<file path="src/shared/dcsfc_defs.svh">
// offsets, field positions, reset values and timing counts for the switch fault control
`ifndef DCSFC_DEFS_SVH
`define DCSFC_DEFS_SVH
// ------------------------------------------------------------
// register offsets (byte addresses)
// ------------------------------------------------------------
`define DCSFC_A_CTRL0 8'h00
`define DCSFC_A_CTRL1 8'h04
`define DCSFC_A_FAULT0 8'h08
`define DCSFC_A_FAULT1 8'h0C
`define DCSFC_A_STAT0 8'h10
`define DCSFC_A_STAT1 8'h14
// ------------------------------------------------------------
// field positions
// ------------------------------------------------------------
`define DCSFC_B_HI 0
`define DCSFC_B_LO 1
`define DCSFC_B_CUR 2
`define DCSFC_B_ON 3
`define DCSFC_B_PBAD 3
`define DCSFC_B_BOARD 4
// ------------------------------------------------------------
// reset values
// ------------------------------------------------------------
`define DCSFC_CTRL_RST 4'h3
`define DCSFC_FAULT_RST 6'h00
// ------------------------------------------------------------
// timing: figures as printed, counts at the clock rate
// ------------------------------------------------------------
`define DCSFC_CLK_MHZ 50
`define DCSFC_T_SUPPLY_NS 1000
`define DCSFC_T_FILT_NS 2000
`define DCSFC_T_BRK_NS 20000
`define DCSFC_T_QUAL_MS 100
`define DCSFC_T_COOL_S 5
`define DCSFC_SUPPLY_CYC ((`DCSFC_T_SUPPLY_NS * `DCSFC_CLK_MHZ + 999) / 1000)
`define DCSFC_FILT_CYC ((`DCSFC_T_FILT_NS * `DCSFC_CLK_MHZ + 999) / 1000)
`define DCSFC_BRK_CYC ((`DCSFC_T_BRK_NS * `DCSFC_CLK_MHZ + 999) / 1000)
`define DCSFC_QUAL_CYC (`DCSFC_T_QUAL_MS * `DCSFC_CLK_MHZ * 1000)
`define DCSFC_COOL_CYC (`DCSFC_T_COOL_S * `DCSFC_CLK_MHZ * 1000000)
`endif

</file>
<file path="src/shared/dcsfc_pkg.sv">
// types shared by the switch fault control
package dcsfc_pkg;
  // ------------------------------------------------------------
  // per-channel sensed inputs
  // ------------------------------------------------------------
  typedef struct packed {
    logic on_req;
    logic input_high_sense;
    logic input_low_sense;
    logic board_absent;
    logic breaker;
    logic in_limit;
    logic output_feedback_sense;
    logic gs_enhanced;
    logic vdd_low;
  } dcsfc_ch_in_s;
  // ------------------------------------------------------------
  // shared inputs
  // ------------------------------------------------------------
  typedef struct packed {
    logic internal_supply_low;
    logic internal_timer;
    logic timer_high;
    logic timer_low;
    logic link_indep;
  } dcsfc_sh_in_s;
  typedef enum logic [1:0] {
    ST_OFF,
    ST_START,
    ST_RUN
  } dcsfc_state_e;
endpackage : dcsfc_pkg

</file>
<file path="src/design/dcsfc_top.sv">
// switch fault control for two power-path channels
// What this block does
// - on-request fall or software turn-off command starts a normal channel turn-off.
// - input high, input low, breaker trip or board removal turn the channel off.
// - software writing one to fault bits 0-2 latches off unless retry set.
// - internal supply low over 1 us or channel supply low over 2 us: fast off.
// - current fault sets fault bit 2; turns off channel, or both when coupled.
// - still in current limit at start timer end declares current fault, turns off.
// - restart after current fault waits cool-down and needs bit clear or retry.
// - breaker excess starts a 20 us timer; trips if still excessive at end.
// - after breaker trip stay off unless retry; then 100 ms or 5 s cool-down.
// - input high over 2 us turns channel off, sets present and fault bit 0.
// - input high absent 100 ms lets channel turn on unless its retry cleared.
// - input low over filter time turns channel off, sets present and fault bit 1.
// - input low absent 100 ms turns channel on unless its retry cleared.
// - input low when internal supply first comes up logs a low-input fault.
// - coupled mode: input high or low on either channel shuts both off.
// - on-request rising edge sets switch_on_bit, falling edge clears it.
// - on-request rising edge turns channel on at once, no 100 ms qualification.
// - cycling on-request cancels current cool-down; restart after 100 ms.
// - coupled mode starts both only when all conditions allow, stops both together.
// - power good only after start timer, with feedback and gate enhancement good.
// - software clears fault bits 0-5 by writing zeros; present faults stay set.
//
// Chosen here: the address map and strobed register access.
module dcsfc_filt #(
  parameter int unsigned N = 1
) (
  input wire logic clk,
  input wire logic srst,
  input wire logic lvl,
  output logic hit
);
  logic [9:0] cnt_reg;
  logic hit_reg;

  // counts the run of high cycles; any low cycle restarts it
  always_ff @(posedge clk) begin
    if (srst || !lvl) begin
      cnt_reg <= 10'h000;
    end else if (cnt_reg != N[9:0]) begin
      cnt_reg <= cnt_reg + 10'h001;
    end
  end

  always_ff @(posedge clk) begin
    if (srst) begin
      hit_reg <= 1'b0;
    end else begin
      hit_reg <= lvl && (cnt_reg == N[9:0]);
    end
  end

  assign hit = hit_reg;
endmodule : dcsfc_filt

`include "dcsfc_defs.svh"

module dcsfc_top #(
  parameter int unsigned QUAL_CYC = `DCSFC_QUAL_CYC,
  parameter int unsigned COOL_CYC = `DCSFC_COOL_CYC
) (
  input wire logic clk,
  input wire logic srst,
  input wire logic [7:0] addr,
  input wire logic [7:0] wdata,
  input wire logic wr,
  input wire logic rd,
  output logic [7:0] rdata,
  input wire dcsfc_pkg::dcsfc_ch_in_s [1:0] ch_in,
  input wire dcsfc_pkg::dcsfc_sh_in_s sh_in,
  output logic [1:0] gate_on,
  output logic [1:0] fast_off,
  output logic [1:0] power_good
);
  import dcsfc_pkg::*;

  // ------------------------------------------------------------
  // shared inputs
  // ------------------------------------------------------------
  dcsfc_sh_in_s sh1_reg;
  dcsfc_sh_in_s sh_reg;
  logic supply_f;
  logic pu_pend_reg;
  logic [1:0] go_w;
  logic [1:0][3:0] ctrl_w;
  logic [1:0][5:0] fault_w;
  logic [1:0][4:0] stat_w;
  logic [7:0] rdata_reg;

  // no reset: pin levels must be valid the moment reset lifts
  always_ff @(posedge clk) begin
    sh1_reg <= sh_in;
    sh_reg <= sh1_reg;
  end

  dcsfc_filt #(.N(`DCSFC_SUPPLY_CYC)) u_supply (
    .clk(clk),
    .srst(srst),
    .lvl(sh_reg.internal_supply_low),
    .hit(supply_f)
  );

  // armed by reset, spent the first cycle the internal supply is up
  always_ff @(posedge clk) begin
    if (srst) begin
      pu_pend_reg <= 1'b1;
    end else if (!sh_reg.internal_supply_low) begin
      pu_pend_reg <= 1'b0;
    end
  end

  // ------------------------------------------------------------
  // channels
  // ------------------------------------------------------------
  for (genvar i = 0; i < 2; i++) begin : g_ch
    localparam logic [7:0] A_CTRL = (i == 0) ? `DCSFC_A_CTRL0 : `DCSFC_A_CTRL1;
    localparam logic [7:0] A_FAULT = (i == 0) ? `DCSFC_A_FAULT0 : `DCSFC_A_FAULT1;
    dcsfc_ch_in_s s1_reg;
    dcsfc_ch_in_s s_reg;
    logic hi_f;
    logic lo_f;
    logic vdd_f;
    logic brk_f;
    logic on_q_reg;
    logic abs_q_reg;
    logic on_rise;
    logic on_fall;
    logic insert;
    logic remove;
    logic [3:0] ctrl_reg;
    logic [5:0] fault_reg;
    logic [5:0] fault_next;
    logic [5:0] pres;
    logic [27:0] qual_reg;
    logic qual_done;
    logic qual_q_reg;
    logic cond_ok;
    logic blocked;
    logic go_eff;
    dcsfc_state_e st_reg;
    logic [27:0] tmr_reg;
    logic start_end;
    logic trip;
    logic pbad;
    logic cool_reg;
    logic need_pin_reg;
    logic [27:0] cool_cnt_reg;
    logic pg_reg;
    logic fo_reg;

    // no reset: the power-up low-input check needs the real pin at once
    always_ff @(posedge clk) begin
      s1_reg <= ch_in[i];
      s_reg <= s1_reg;
    end

    dcsfc_filt #(.N(`DCSFC_FILT_CYC)) u_hi (
      .clk(clk),
      .srst(srst),
      .lvl(s_reg.input_high_sense),
      .hit(hi_f)
    );
    dcsfc_filt #(.N(`DCSFC_FILT_CYC)) u_lo (
      .clk(clk),
      .srst(srst),
      .lvl(s_reg.input_low_sense),
      .hit(lo_f)
    );
    dcsfc_filt #(.N(`DCSFC_FILT_CYC)) u_vdd (
      .clk(clk),
      .srst(srst),
      .lvl(s_reg.vdd_low),
      .hit(vdd_f)
    );
    dcsfc_filt #(.N(`DCSFC_BRK_CYC)) u_brk (
      .clk(clk),
      .srst(srst),
      .lvl(s_reg.breaker),
      .hit(brk_f)
    );

    // ------------------------------------------------------------
    // pin edges
    // ------------------------------------------------------------
    always_ff @(posedge clk) begin
      if (srst) begin
        on_q_reg <= 1'b0;
        abs_q_reg <= 1'b0;
      end else begin
        on_q_reg <= s_reg.on_req;
        abs_q_reg <= s_reg.board_absent;
      end
    end

    assign on_rise = s_reg.on_req && !on_q_reg;
    assign on_fall = !s_reg.on_req && on_q_reg;
    assign insert = abs_q_reg && !s_reg.board_absent;
    assign remove = !abs_q_reg && s_reg.board_absent;

    // ------------------------------------------------------------
    // control: retry bits 0-2, switch_on_bit 3
    // ------------------------------------------------------------
    // pin edges come last so they win over a write in the same cycle
    always_ff @(posedge clk) begin
      if (srst) begin
        ctrl_reg <= `DCSFC_CTRL_RST;
      end else begin
        if (wr && addr == A_CTRL) begin
          ctrl_reg <= wdata[3:0];
        end
        if (qual_done && !qual_q_reg) begin
          ctrl_reg[`DCSFC_B_ON] <= s_reg.on_req;
        end
        if (on_rise) begin
          ctrl_reg[`DCSFC_B_ON] <= 1'b1;
        end
        if (on_fall) begin
          ctrl_reg[`DCSFC_B_ON] <= 1'b0;
        end
      end
    end

    // ------------------------------------------------------------
    // 100 ms qualification of the level conditions
    // ------------------------------------------------------------
    assign cond_ok = !hi_f && !lo_f && !s_reg.board_absent && !vdd_f && !supply_f;

    always_ff @(posedge clk) begin
      if (srst || !cond_ok) begin
        qual_reg <= 28'h0000000;
      end else if (qual_reg != QUAL_CYC[27:0]) begin
        qual_reg <= qual_reg + 28'h0000001;
      end
    end

    assign qual_done = cond_ok && (qual_reg == QUAL_CYC[27:0]);

    always_ff @(posedge clk) begin
      if (srst) begin
        qual_q_reg <= 1'b0;
      end else begin
        qual_q_reg <= qual_done;
      end
    end

    // a recorded fault holds the switch off only while its retry bit is clear
    assign blocked = (!ctrl_reg[0] && fault_reg[0]) || (!ctrl_reg[1] && fault_reg[1])
                     || (!ctrl_reg[2] && fault_reg[2]) || cool_reg;
    // on-request is not qualified, so a rising edge acts at once
    assign go_w[i] = qual_done && ctrl_reg[`DCSFC_B_ON] && !blocked;
    assign go_eff = sh_reg.link_indep ? go_w[i] : (go_w[0] && go_w[1]);

    // ------------------------------------------------------------
    // start-up and run state
    // ------------------------------------------------------------
    assign start_end = sh_reg.internal_timer ? (tmr_reg == 28'h0000000) : sh_reg.timer_high;
    assign trip = (st_reg == ST_START && start_end && s_reg.in_limit)
                  || (st_reg == ST_RUN && brk_f);

    always_ff @(posedge clk) begin
      if (srst) begin
        st_reg <= ST_OFF;
        tmr_reg <= 28'h0000000;
      end else begin
        case (st_reg)
          ST_OFF: begin
            if (go_eff) begin
              st_reg <= ST_START;
              tmr_reg <= QUAL_CYC[27:0];
            end
          end
          ST_START: begin
            if (!go_eff || trip) begin
              st_reg <= ST_OFF;
            end else if (start_end) begin
              st_reg <= ST_RUN;
            end else if (tmr_reg != 28'h0000000) begin
              tmr_reg <= tmr_reg - 28'h0000001;
            end
          end
          ST_RUN: begin
            if (!go_eff || trip) begin
              st_reg <= ST_OFF;
            end
          end
          default: begin
            st_reg <= ST_OFF;
          end
        endcase
      end
    end

    // ------------------------------------------------------------
    // cool-down after a current fault
    // ------------------------------------------------------------
    always_ff @(posedge clk) begin
      if (srst) begin
        cool_reg <= 1'b0;
        need_pin_reg <= 1'b0;
        cool_cnt_reg <= 28'h0000000;
      end else if (trip) begin
        cool_reg <= 1'b1;
        need_pin_reg <= !sh_reg.internal_timer;
        cool_cnt_reg <= sh_reg.internal_timer ? COOL_CYC[27:0] : QUAL_CYC[27:0];
      end else if (on_fall && cool_reg) begin
        need_pin_reg <= 1'b0;
        cool_cnt_reg <= QUAL_CYC[27:0];
      end else if (cool_reg) begin
        if (cool_cnt_reg != 28'h0000000) begin
          cool_cnt_reg <= cool_cnt_reg - 28'h0000001;
        end else if (!need_pin_reg || sh_reg.timer_low) begin
          cool_reg <= 1'b0;
        end
      end
    end

    // ------------------------------------------------------------
    // fault record
    // ------------------------------------------------------------
    assign pbad = st_reg == ST_RUN && s_reg.gs_enhanced && !s_reg.output_feedback_sense;
    assign pres = {2'b00, pbad, 1'b0, lo_f, hi_f};

    always_comb begin
      fault_next = fault_reg;
      if (wr && addr == A_FAULT) begin
        fault_next = wdata[5:0] | (fault_reg & pres);
      end
      if (on_fall) begin
        fault_next = fault_next & pres;
      end
      if (insert) begin
        fault_next = fault_next & (pres | 6'h10);
      end
      // hardware sets come last: an event in the clearing cycle is kept
      fault_next[`DCSFC_B_HI] = fault_next[`DCSFC_B_HI] | hi_f;
      fault_next[`DCSFC_B_LO] = fault_next[`DCSFC_B_LO] | lo_f
                                | (pu_pend_reg && !sh_reg.internal_supply_low
                                   && s_reg.input_low_sense);
      fault_next[`DCSFC_B_CUR] = fault_next[`DCSFC_B_CUR] | trip;
      fault_next[`DCSFC_B_PBAD] = fault_next[`DCSFC_B_PBAD] | pbad;
      fault_next[`DCSFC_B_BOARD] = fault_next[`DCSFC_B_BOARD] | insert | remove;
    end

    always_ff @(posedge clk) begin
      if (srst) begin
        fault_reg <= `DCSFC_FAULT_RST;
      end else begin
        fault_reg <= fault_next;
      end
    end

    // ------------------------------------------------------------
    // outputs and status
    // ------------------------------------------------------------
    always_ff @(posedge clk) begin
      if (srst) begin
        pg_reg <= 1'b0;
        fo_reg <= 1'b0;
      end else begin
        pg_reg <= st_reg == ST_RUN && s_reg.output_feedback_sense && s_reg.gs_enhanced;
        fo_reg <= vdd_f || supply_f;
      end
    end

    assign gate_on[i] = st_reg != ST_OFF;
    assign fast_off[i] = fo_reg;
    assign power_good[i] = pg_reg;
    assign ctrl_w[i] = ctrl_reg;
    assign fault_w[i] = fault_reg;
    // bit 3 low means power good
    assign stat_w[i] = {!s_reg.board_absent, !pg_reg, cool_reg, lo_f, hi_f};
  end

  // ------------------------------------------------------------
  // register read port
  // ------------------------------------------------------------
  always_ff @(posedge clk) begin
    if (srst || !rd) begin
      rdata_reg <= 8'h00;
    end else begin
      case (addr)
        `DCSFC_A_CTRL0: rdata_reg <= {4'h0, ctrl_w[0]};
        `DCSFC_A_CTRL1: rdata_reg <= {4'h0, ctrl_w[1]};
        `DCSFC_A_FAULT0: rdata_reg <= {2'b00, fault_w[0]};
        `DCSFC_A_FAULT1: rdata_reg <= {2'b00, fault_w[1]};
        `DCSFC_A_STAT0: rdata_reg <= {3'b000, stat_w[0]};
        `DCSFC_A_STAT1: rdata_reg <= {3'b000, stat_w[1]};
        default: rdata_reg <= 8'h00;
      endcase
    end
  end

  assign rdata = rdata_reg;
endmodule : dcsfc_top

</file>
<file path="config.mk">
export PLATFORM = sky130hd
export DESIGN_NAME = dcsfc_top
export DESIGN_NICKNAME = d
export VERILOG_FILES = /design/src/shared/dcsfc_pkg.sv /design/src/design/dcsfc_top.sv
export VERILOG_INCLUDE_DIRS = /design/src /design/src/shared
export SDC_FILE = /design/constraint.sdc
export NUM_CORES = 1
export LEC_CHECK = 0
export ABC_AREA = 1
export BUFFER_PORTS_ARGS = -buffer_cell sky130_fd_sc_hd__buf_2
export CORE_AREA = 2 2 197 199
export DETAILED_ROUTE_END_ITERATION = 12
export DIE_AREA = 0 0 199 201
export PLACE_DENSITY = 0.61
export SLEW_MARGIN = 15
export SYNTH_ARGS = -nofsm -noshare
export SYNTH_HDL_FRONTEND = slang
export SYNTH_SLANG_ARGS = --single-unit
</file>
<file path="constraint.sdc">
create_clock -name clk -period 3.3 [get_ports clk]
set_input_delay 0.495 -clock clk [delete_from_list [all_inputs] [get_ports clk]]
set_output_delay 0.495 -clock clk [all_outputs]
set_load 0.02 [all_outputs]
</file>
# --- Yosys cells after proc, flatten, opt, wreduce, memory -nomap -nowiden ---
# Cells that the tools add are included.
# W data, S select, Z words.
word_totals:
  regBits: 360
  in_bits: 43
  output_inout_bits: 14
  wordCells: 400
classes:
  addsub: 15
  n_eq_ne: 45
  muxes: 60
  n_bitwise: 22
  reduce_logical: 164
ops:
  columns: ["operator", "count"]
  rows:
  - ["$mux W28", 17]
  - ["$pmux W28 S2", 2]
  - ["$reduce_bool A28 Y1", 4]
  - ["$sub A28 B1 Y28 const B", 4]
  - ["$add A10 B1 Y10 const B", 9]
  - ["$logic_and A1 B1 Y1", 63]
  - ["$eq A10 B7 Y1 const B", 6]
  - ["$ne A10 B7 Y1 const B", 6]
  - ["$add A28 B1 Y28 const B", 2]
  - ["$eq A28 B23 Y1 const B", 2]
  - ["$logic_not A28 Y1", 2]
  - ["$ne A28 B23 Y1 const B", 2]
  - ["$logic_not A1 Y1", 46]
  - ["$mux W6", 6]
  - ["$pmux W6 S6", 1]
  - ["$logic_or A1 B1 Y1", 26]
  - ["$and A6 B4 Y6", 4]
  - ["$mux W1", 22]
  - ["$eq A10 B10 Y1 const B", 2]
  - ["$ne A10 B10 Y1 const B", 2]
  - ["$ne A2 B2 Y1 const B", 9]
  - ["$reduce_bool A3 Y1", 6]
  - ["$eq A8 B4 Y1 const B", 2]
  - ["$eq A8 B5 Y1 const B", 2]
  - ["other kinds (20)", 59]

# --- Depth between registers and ports, before layout ---
# Gate-level depths: netlist (run 1).
depth:
  ltp_word: 14
  ltp_mapped: 18
  mapped_depth_nobuf: 17

# --- Hierarchy ---
# From an unflattened synthesis (run 1), not the netlist that was laid out.
hier_totals:
  cells_unflattened: 2854
  hier_area_um2: 19248.5
modules_own_cells:
  columns: ["module", "instances", "cells_per_inst", "area_each_um2", "seq_area_each_um2"]
  rows:
  - ["dcsfc_top", 1, 2052, 13479.2, 5185.0]
  - ["dcsfc_filt at g_ch[0].u_hi ...", 6, 92, 678.2, 220.2]
  - ["dcsfc_filt at g_ch[0].u_brk ...", 2, 82, 560.5, 220.2]
  - ["dcsfc_filt at u_supply", 1, 86, 579.3, 220.2]

# --- Least setup slack after synthesis (run 1) ---
# No wires, ideal clock.
synth_path:
  kind: "register to register"
  startpoint: "register g_ch[0].tmr_reg[0]"
  endpoint: "register g_ch[0].tmr_reg[26]"
  setup_time_ns: 0.118
  t_arrival_ns: 1.985
  required_time_ns: 3.182
  slack_ns: 1.196
  stages_incl_launch_ff: 15
  n_path_buf: 0
  synth_period_minus_slack_ns: 2.104
  path_cell_list: "dfxtp_1 inv_1 ha_1 inv_1 or2_2 nor2_1 nand3_1 nor2_1 nand3_1 nor2_1 nand3_1 o21ai_0 nand3_1 nand2_1 a21oi_1"
synth_between:
  elab_chain_cells: 8
  word_cells_on_any_way: 16
  classes_between: "add/sub (1); eq/ne (3); mux (5); reduce/logical (7)"
synth_rtl:
  columns: ["element", "line", "source"]
  rows:
  - ["from (decl)", "dcsfc_top.sv:142", "logic [27:0] tmr_reg;"]
  - ["from (signal assigned)", "dcsfc_top.sv:270", "tmr_reg <= QUAL_CYC[27:0];"]
  - ["from (signal assigned)", "dcsfc_top.sv:279", "tmr_reg <= tmr_reg - 28'h0000001;"]
  - ["parallel branches: the longest is 8 deep, another holds $sub A28 B1 Y28", null, null]
# Several ways; the timed one is not identified. The select of a mux whose other input is x is not followed.
# A chain may end at the register's enable or synchronous reset.

# --- Worst setup path after layout (run 1) ---
layout_path:
  startpoint: "register g_ch[0].qual_reg[0]"
  endpoint: "register g_ch[0].tmr_reg[2]"
layout_between:
  elab_chain_cells: 10
  word_cells_on_any_way: 11
  classes_between: "eq/ne (3); mux (1); reduce/logical (7)"
layout_rtl:
  columns: ["element", "line", "source"]
  rows:
  - ["from (decl)", "dcsfc_top.sv:135", "logic [27:0] qual_reg;"]
  - ["from (signal assigned)", "dcsfc_top.sv:233", "qual_reg <= qual_reg + 28'h0000001;"]
  - ["$eq A28 B23 Y1 (*)", "dcsfc_top.sv:237", "assign qual_done = cond_ok && (qual_reg == QUAL_CYC[27:0]);"]
  - ["$logic_and A1 B1 Y1 (*)", "dcsfc_top.sv:237", null]
  - ["$logic_and A1 B1 Y1 (*) (2 in series)", "dcsfc_top.sv:251", "assign go_w[i] = qual_done && ctrl_reg[`DCSFC_B_ON] && !blocked;"]
  - ["$logic_and A1 B1 Y1", "dcsfc_top.sv:252", "assign go_eff = sh_reg.link_indep ? go_w[i] : (go_w[0] && go_w[1]);"]
  - ["$mux W1 (*)", "dcsfc_top.sv:252", null]
  - ["$logic_not A1 Y1", "dcsfc_top.sv:274", "if (!go_eff || trip) begin"]
  - ["$logic_or A1 B1 Y1", "dcsfc_top.sv:274", null]
  - ["$ne A2 B2 Y1 (no source line)", null, null]
  - ["$reduce_and A5 Y1 (no source line) (*)", null, null]
# Every way passes the cells marked *; elsewhere a longest branch is shown, timed or not.

==> summary.md, run 1 <==
| Metric | Value |
|---|---|
| Cells after Synth | `between 2000 and 3000` |
| RePlAce Congestion | `around 0.87` |
| Inserted Clock Buffers | `42` |
| Pin count of the biggest net entering global routing | `57` |
| Pre-antenna DRT Iters | `5` |
| Clock net sink count | `358` |
| Initial antenna violation count | `4` |
| Maximum fanout along the worst path | `26` |
| IO buf count | `52` |
| Synth warnings | `0` |
| Post-Route WL | `between 40000 and 50000 µm` |
| Power density over the cells | `around 480 mW/mm²` |
| Die height | `201 µm` |
| Initial DRC Count | `between 800 and 900` |
| DP Worst Slack | `roughly 0.54 ns` |
| Most frequent cells in the layout | `nand2_1 (471), nor2_1 (419), dfxtp_1 (358)` |
| Setup TNS | `0 ns` |
| Die area | `0.0400 mm²` |
| Final Cell Area | `approximately 0.020 mm²` |
| GR Overflow Total | `0` |
| Final min period | `2.74 ns` |
| Final Total Pwr | `around 9.5 mW` |
| Vias in the first global route | `roughly 15000` |
| Nets | `~2700` |
| Worst Hold Class | `input port to register` |
| Syn avg cell area | `6.83 µm²` |
| Fin. Hold Viols | `0` |
| Total vias in the final route | `approximately 16000` |
| Seq/Total Area, Yosys | `40.8%` |
| Starting Density | `46.1%` |
| Synth Flop Type | `dfxtp_1` |
| Overall Global Routing Usage | `a little over a fifth` |
| Clock-pin slew on the worst setup and hold paths | `~0.060 ns` |
| CTS tree | `done` |
| Actual slew at the worst max-slew pin | `roughly 0.84 ns` |
| Critical Path AT | `~3.2 ns` |
| Skew-Pair Late Insertion Delay | `~0.57 ns` |
| First-pass GRT wire length | `roughly 70000 µm` |
| Final setup vio count | `0` |
| Post-route ant nets | `0` |
| Pleak | `around 8.4 nW` |
| Worst Skew | `0.0223 ns` |
| Root Driver | `clkbuf_16` |
| EDFF count, synth | `0` |
| Worst Setup End Kind | `register` |
| Fin cells | `3182` |
| CTS max path bufs | `3` |
| # IOs | `57` |
| H-tree levels | `2` |
| Critical Path RT | `3.80 ns` |
| Slew Limit Fails | `0` |
| Setup CP Type | `register to register` |
| DP Wirelength | `a little under 30000 µm` |
| Worst vdd ir | `between 300 and 400 µV` |
| Ys async rst share | `0%` |
| Placed Instances | `~3100` |
| Final Util | `51.8%` |
| Multi-input logic area | `0.00873 mm²` |
| Crit path buf inv count | `2` |
| Fill count | `approximately 3800` |
| Yosys cell types | `58` |
| Max-cap violations | `0` |
| Rel. slew slack | `a little over two fifths` |
| RSZ-0062 raised after global routing | `false` |
| Crit-path max cell delay | `0.37 ns` |
| Slowest-stage cell, CP | `a21oi_2` |
| Yosys reg bits | `~360` |
| Share of cells above drive strength 1 | `under 10%` |
| Vias per cell | `around 5.0` |
| Tcrit/Tclk final | `between 80 and 90%` |
| Setup crit start kind | `register` |
| Post-route setup slack | `0.559 ns` |
| Cell family with most CP delay | `simple AND/OR/NAND/NOR gates` |
| Wire per inst | `~13 µm` |
| Max Clock Freq | `~360 MHz` |
| Outcome | `finished, final reports clean` |
| DR DRC count | `0` |
| Area grow syn2layout | `12.2%` |
| WHS | `0.0328 ns` |
| Core area | `around 0.038 mm²` |
| Floorplan row count | `between 70 and 80` |
| Crit path cell chain | `inv_1, ha_1, nor3b_1, nand3_2, nor2_4, nand3_2, a21oi_2, nand4_1, nand2_2, nand2_4, clkinv_1, nor2_1, nor2_1` |
| Commonest non-fill, non-tap cell in the layout | `nand2_1` |
| Synthesized cell area | `~0.018 mm²` |
| Sequential Area | `just over 0.007 mm²` |
| Die width | `just under 200 µm` |
| DP Area | `0.0183 mm²` |
-- metal layers --
layer / vias to the layer above / track usage, % / share of wire (%)
met2: 253 / 35.3 / 46
met4: 6 / 7.41 / 2.5
li1: 8487 / - / -
met1: 7213 / 26.8 / 47
met5: - / 0 / 0.097
met3: 71 / 3.73 / 4.3
-- cells in the mapped netlist (11+ instances only) --
master,number,share of area (%)
nor2_2,12,0.43
o21ai_0,153,4.4
buf_4,12,0.51
nand2_1,471,10
buf_2,11,0.31
xor2_1,35,1.7
inv_1,349,7.5
nor3_1,103,2.9
xnor2_1,14,0.70
or2_2,20,0.71
dfxtp_1,358,41
clkbuf_1,18,0.38
nor4_1,29,1.0
nor2_1,419,8.9
nand4_1,45,1.6
buf_6,11,0.70
ha_1,28,2.0
a21oi_1,195,5.6
nand3_1,170,4.8
-- cells by family (layout without fill, tap and decap cells) --
| kind of cell | Yosys count | after routing | share of synthesized area, % |
|---|---|---|---|
| simple gates | 1317 | 1317 | 32.7 |
| flops | 358 | 358 | 40.8 |
| fa+ha+maj | 28 | 28 | 1.99 |
| compound gates | 408 | 408 | 12.5 |
| buf+inv | 414 | 501 | 9.65 |
| other cells | 1 | 3 | 0.0213 |
| xor+xnor | 49 | 49 | 2.44 |
-- layout make-up --
type                    instances  area share, %
multi-input cells            1804           44.2
flip-flops and latches        358           36.3
inverters                     356           6.78
clock buffers                  61           6.35
well taps                     518           3.28
repair buffers                 70           2.04
clock inverters                14          0.970
diodes                          1         0.0127
-- power breakdown --
part | switching, mW | leakage (nW) | total [mW] | internal (mW)
sequential | 0.0308 | 2.91 | 4.41 | 4.38
combinational | 0.156 | 4.79 | 0.232 | 0.0753
clock | 1.86 | 0.716 | 4.81 | 2.95
-- worst paths after layout --
check                            from                 end  slack, ns  cells past startpoint
setup reg to reg  g_ch[0].qual_reg[0]  g_ch[0].tmr_reg[2]       0.56                     13
hold / removal               ch_in[3]   g_ch[0].s1_reg[3]       0.03                      1
hold reg to reg     g_ch[1].s1_reg[3]    g_ch[1].s_reg[3]       0.32                      0
setup / recovery  g_ch[0].qual_reg[0]  g_ch[0].tmr_reg[2]       0.56                     13
-- timing repair --
| action | 4_1_cts | 5_1_grt |
|---|---|---|
| hold buffers | 3 | 0 |
| setup buffers | 0 | 0 |
| gates resized for setup | 0 | 0 |
| setup endpoints to repair | 0 | 0 |
| hold endpoints to repair | 3 | 0 |
No activity file was read; power rests on OpenSTA's default activity.
==> run 2, diff against run 1 <==
ABC_AREA = 0   (was 1)
CORE_AREA = 2 2 192 194   (was 2 2 197 199)
DIE_AREA = 0 0 194 196   (was 0 0 199 201)
PLACE_DENSITY = 0.63   (was 0.61)
clock period = 2.5 ns   (was 3.3 ns; I/O delays follow)
==> summary.md, run 2 <==
| Metric | Value |
|---|---|
| Outcome | `complete, but fails checks` |
| Failing checks | `setup timing` |
| Max Clock Freq | `~370 MHz` |
| Area grow syn2layout | `28.1%` |
| Worst Skew | `roughly 0.016 ns` |
| Crit path buf inv count | `0` |
| Top cell type's share of synthesized area | `about 43%` |
| Final Cell Area | `approximately 0.021 mm²` |
| Final setup vio count | `52` |
| IO buf count | `52` |
| Synth Flop Type | `dfxtp_1` |
| Maximum fanout along the worst path | `4` |
| Worst Setup End Kind | `register` |
| Actual slew at the worst max-slew pin | `a little over 0.8 ns` |
| Wire per inst | `around 17 µm` |
| Die area | `around 0.038 mm²` |
| Critical Path RT | `2.94 ns` |
| Vias in the first global route | `14900` |
| Setup TNS | `-5.68 ns` |
| Max-cap violations | `0` |
| CTS max path bufs | `3` |
| Seq pwr share | `around half` |
| DP Worst Slack | `-0.262 ns` |
| Seq/Total Area, Yosys | `between 40% and 50%` |
| Slowest-stage cell, CP | `o41a_1` |
| DP Area | `0.0189 mm²` |
| Switching pwr | `about 2.6 mW` |
| Combinational share of power | `3.5%` |
| Root Driver | `clkbuf_16` |
| Post-Route WL | `44800 µm` |
| Synth warnings | `0` |
| Critical Path AT | `between 3 and 4 ns` |
| # IOs | `57` |
| Clock net sink count | `approximately 360` |
| Overall Global Routing Usage | `~23%` |
| DR DRC count | `0` |
| H-tree levels | `2` |
| Initial antenna violation count | `2` |
| Tcrit/Tclk final | `109%` |
| Slew Limit Fails | `0` |
| EDFF count, synth | `0` |
| DP Wirelength | `approximately 31000 µm` |
| Floorplan row count | `70` |
| Pin count of the biggest net entering global routing | `59` |
| Yosys cell types | `between 80 and 90` |
| Rel. slew slack | `between 40% and 50%` |
| Crit-path max cell delay | `0.51 ns` |
| Inserted Clock Buffers | `40` |
| Top cells by area, synth | `dfxtp_1 (43%), nor2_1 (5.9%), xor2_1 (5.3%), nand3_1 (3.6%), nand2_1 (2.9%)` |
| WHS | `0.109 ns` |
| Power density over the cells | `between 500 and 600 mW/mm²` |
| Pleak | `around 8.4 nW` |
| Final Util | `approximately 60%` |
| Crit path cell chain | `or2_1, or4_4, o41a_1, or3_4, o311a_1, or3_1` |
| Core area | `0.0361 mm²` |
| Worst vdd ir | `roughly 630 µV` |
| Skew-Pair Late Insertion Delay | `~0.56 ns` |
| Most frequent cells in the layout | `dfxtp_1 (353), nor2_1 (254), buf_4 (224)` |
| Clock-pin slew on the worst setup and hold paths | `~0.06 ns` |
| Worst Hold Class | `input port to register` |
| Cell-internal power | `approximately 9.3 mW` |
| Commonest non-fill, non-tap cell in the layout | `dfxtp_1` |
| Post-route setup slack | `-0.232 ns` |
| Total vias in the final route | `about 15000` |
| Top-count cell post-synth | `dfxtp_1` |
| Ys async rst share | `0%` |
| Cell family with most CP delay | `simple AND/OR/NAND/NOR gates` |
| Die height | `a little under 200 µm` |
| First-pass GRT wire length | `72300 µm` |
| Setup CP Type | `register to register` |
| Final min period | `about 2.7 ns` |
| Sw frac | `roughly 22%` |
| Yosys reg bits | `~360` |
| Pre-antenna DRT Iters | `9` |
| RSZ-0062 raised after global routing | `true` |
| Cells after Synth | `a little under 2000` |
| Post-route ant nets | `0` |
| Syn avg cell area | `~8.6 µm²` |
| Starting Density | `between 40% and 50%` |
| Nets | `between 2000 and 2500` |
| Area leader, netlist | `dfxtp_1` |
| Die width | `194 µm` |
| Post-synth top cells | `dfxtp_1 (358), nor2_1 (260), nand2_1 (130), nand3_1 (119), xor2_1 (100)` |
| Synthesized cell area | `0.0167 mm²` |
| CTS tree | `done` |
| Vias per cell | `5.66` |
| Fin. Hold Viols | `0` |
| Share of cells above drive strength 1 | `between 20% and 30%` |
| RePlAce Congestion | `roughly 0.93` |
| GR Overflow Total | `0` |
| Initial DRC Count | `around 1100` |
| Setup crit start kind | `register` |
| Clk pwr share | `between 40% and 50%` |
run 2: cell types whose count changed in the layout (fill, tap and decap cells not counted), moves of 65 or more:
cell     change
a21oi_1    -118
nand2_1    -342
o21ai_0    -105
buf_4      +209
inv_1      -299
xor2_1      +65
nor2_1     -165
run 2: stage by stage:
| step | cells | power, mW |
|---|---|---|
| final | 2706 | 11.9 |
| after global routing | 2705 | 12.4 |
| after CTS | 2692 | 12.1 |
| after detailed placement | 2589 | 6.32 |
| after global placement | 2589 | 6.31 |
| after floorplan | 1928 | 6.15 |
run 2: worst paths after layout:
| check | start | endpoint | slack [ns] | depth (start not counted) |
|---|---|---|---|---|
| hold reg to reg | g_ch[1].s1_reg[3] | g_ch[1].s_reg[3] | 0.32 | 0 |
| setup reg to reg | u_supply.hit | g_ch[0].tmr_reg[7] | -0.23 | 6 |
| setup / recovery | u_supply.hit | g_ch[0].tmr_reg[7] | -0.23 | 6 |
| hold / removal | wdata[1] | g_ch[1].ctrl_reg[1] | 0.11 | 3 |
run 2: cell families after synthesis:
logic type | share of synthesized area [%]
fa+ha+maj | 2.10
compound gates | 13.2
mux | 2.81
simple gates | 28.0
flops | 43.0
other cells | 0.0225
xor+xnor | 7.36
buf+inv | 3.50
run 2: area by class of cell:
type,instances,area [µm²]
Fill cell,3173,14700
Multi-Input combinational cell,1430,9540
Sequential cell,358,7170
Timing Repair Buffer,326,2570
Clock buffer,56,1160
Tap cell,468,586
Inverter,54,203
Clock inverter,13,114
Antenna cell,1,2.50
run 2: power by group through the flow:
stage                     clock network, mW  registers, mW  logic, mW
after floorplan                           0           5.93      0.220
after global placement                    0           5.95      0.361
final                                  5.70           5.83      0.415
after CTS                              5.87           5.83      0.404
after detailed placement                  0           5.95      0.366
after global routing                   6.08           5.83      0.456
run 2: worst reg2reg max path: cells and delay by family (launching register included):
| family | cells | cell delay [ns] |
|---|---|---|
| and+or+nand+nor | 4 | 1.45 |
| AOI/OAI and AO/OA | 2 | 0.86 |
| DFF | 1 | 0.30 |
run 2: repair_timing:
action | 4_1_cts | 5_1_grt
pin swaps | 19 | 41
gates resized for setup | 47 | 92
endpoints found under the setup margin | 85 | 99
buffers inserted | 11 | 9
endpoints found under the hold margin | 23 | 0
cloned | 0 | 5
hold buffers | 23 | 0
run 2: routing by layer:
layer	routed length [µm]	GRT usage (%)	vias to the layer above
met2	20900	38.2	388
met4	1330	7.80	2
met1	20200	29.1	7279
met3	2300	4.30	99
li1	-	-	7541
met5	13	0	-
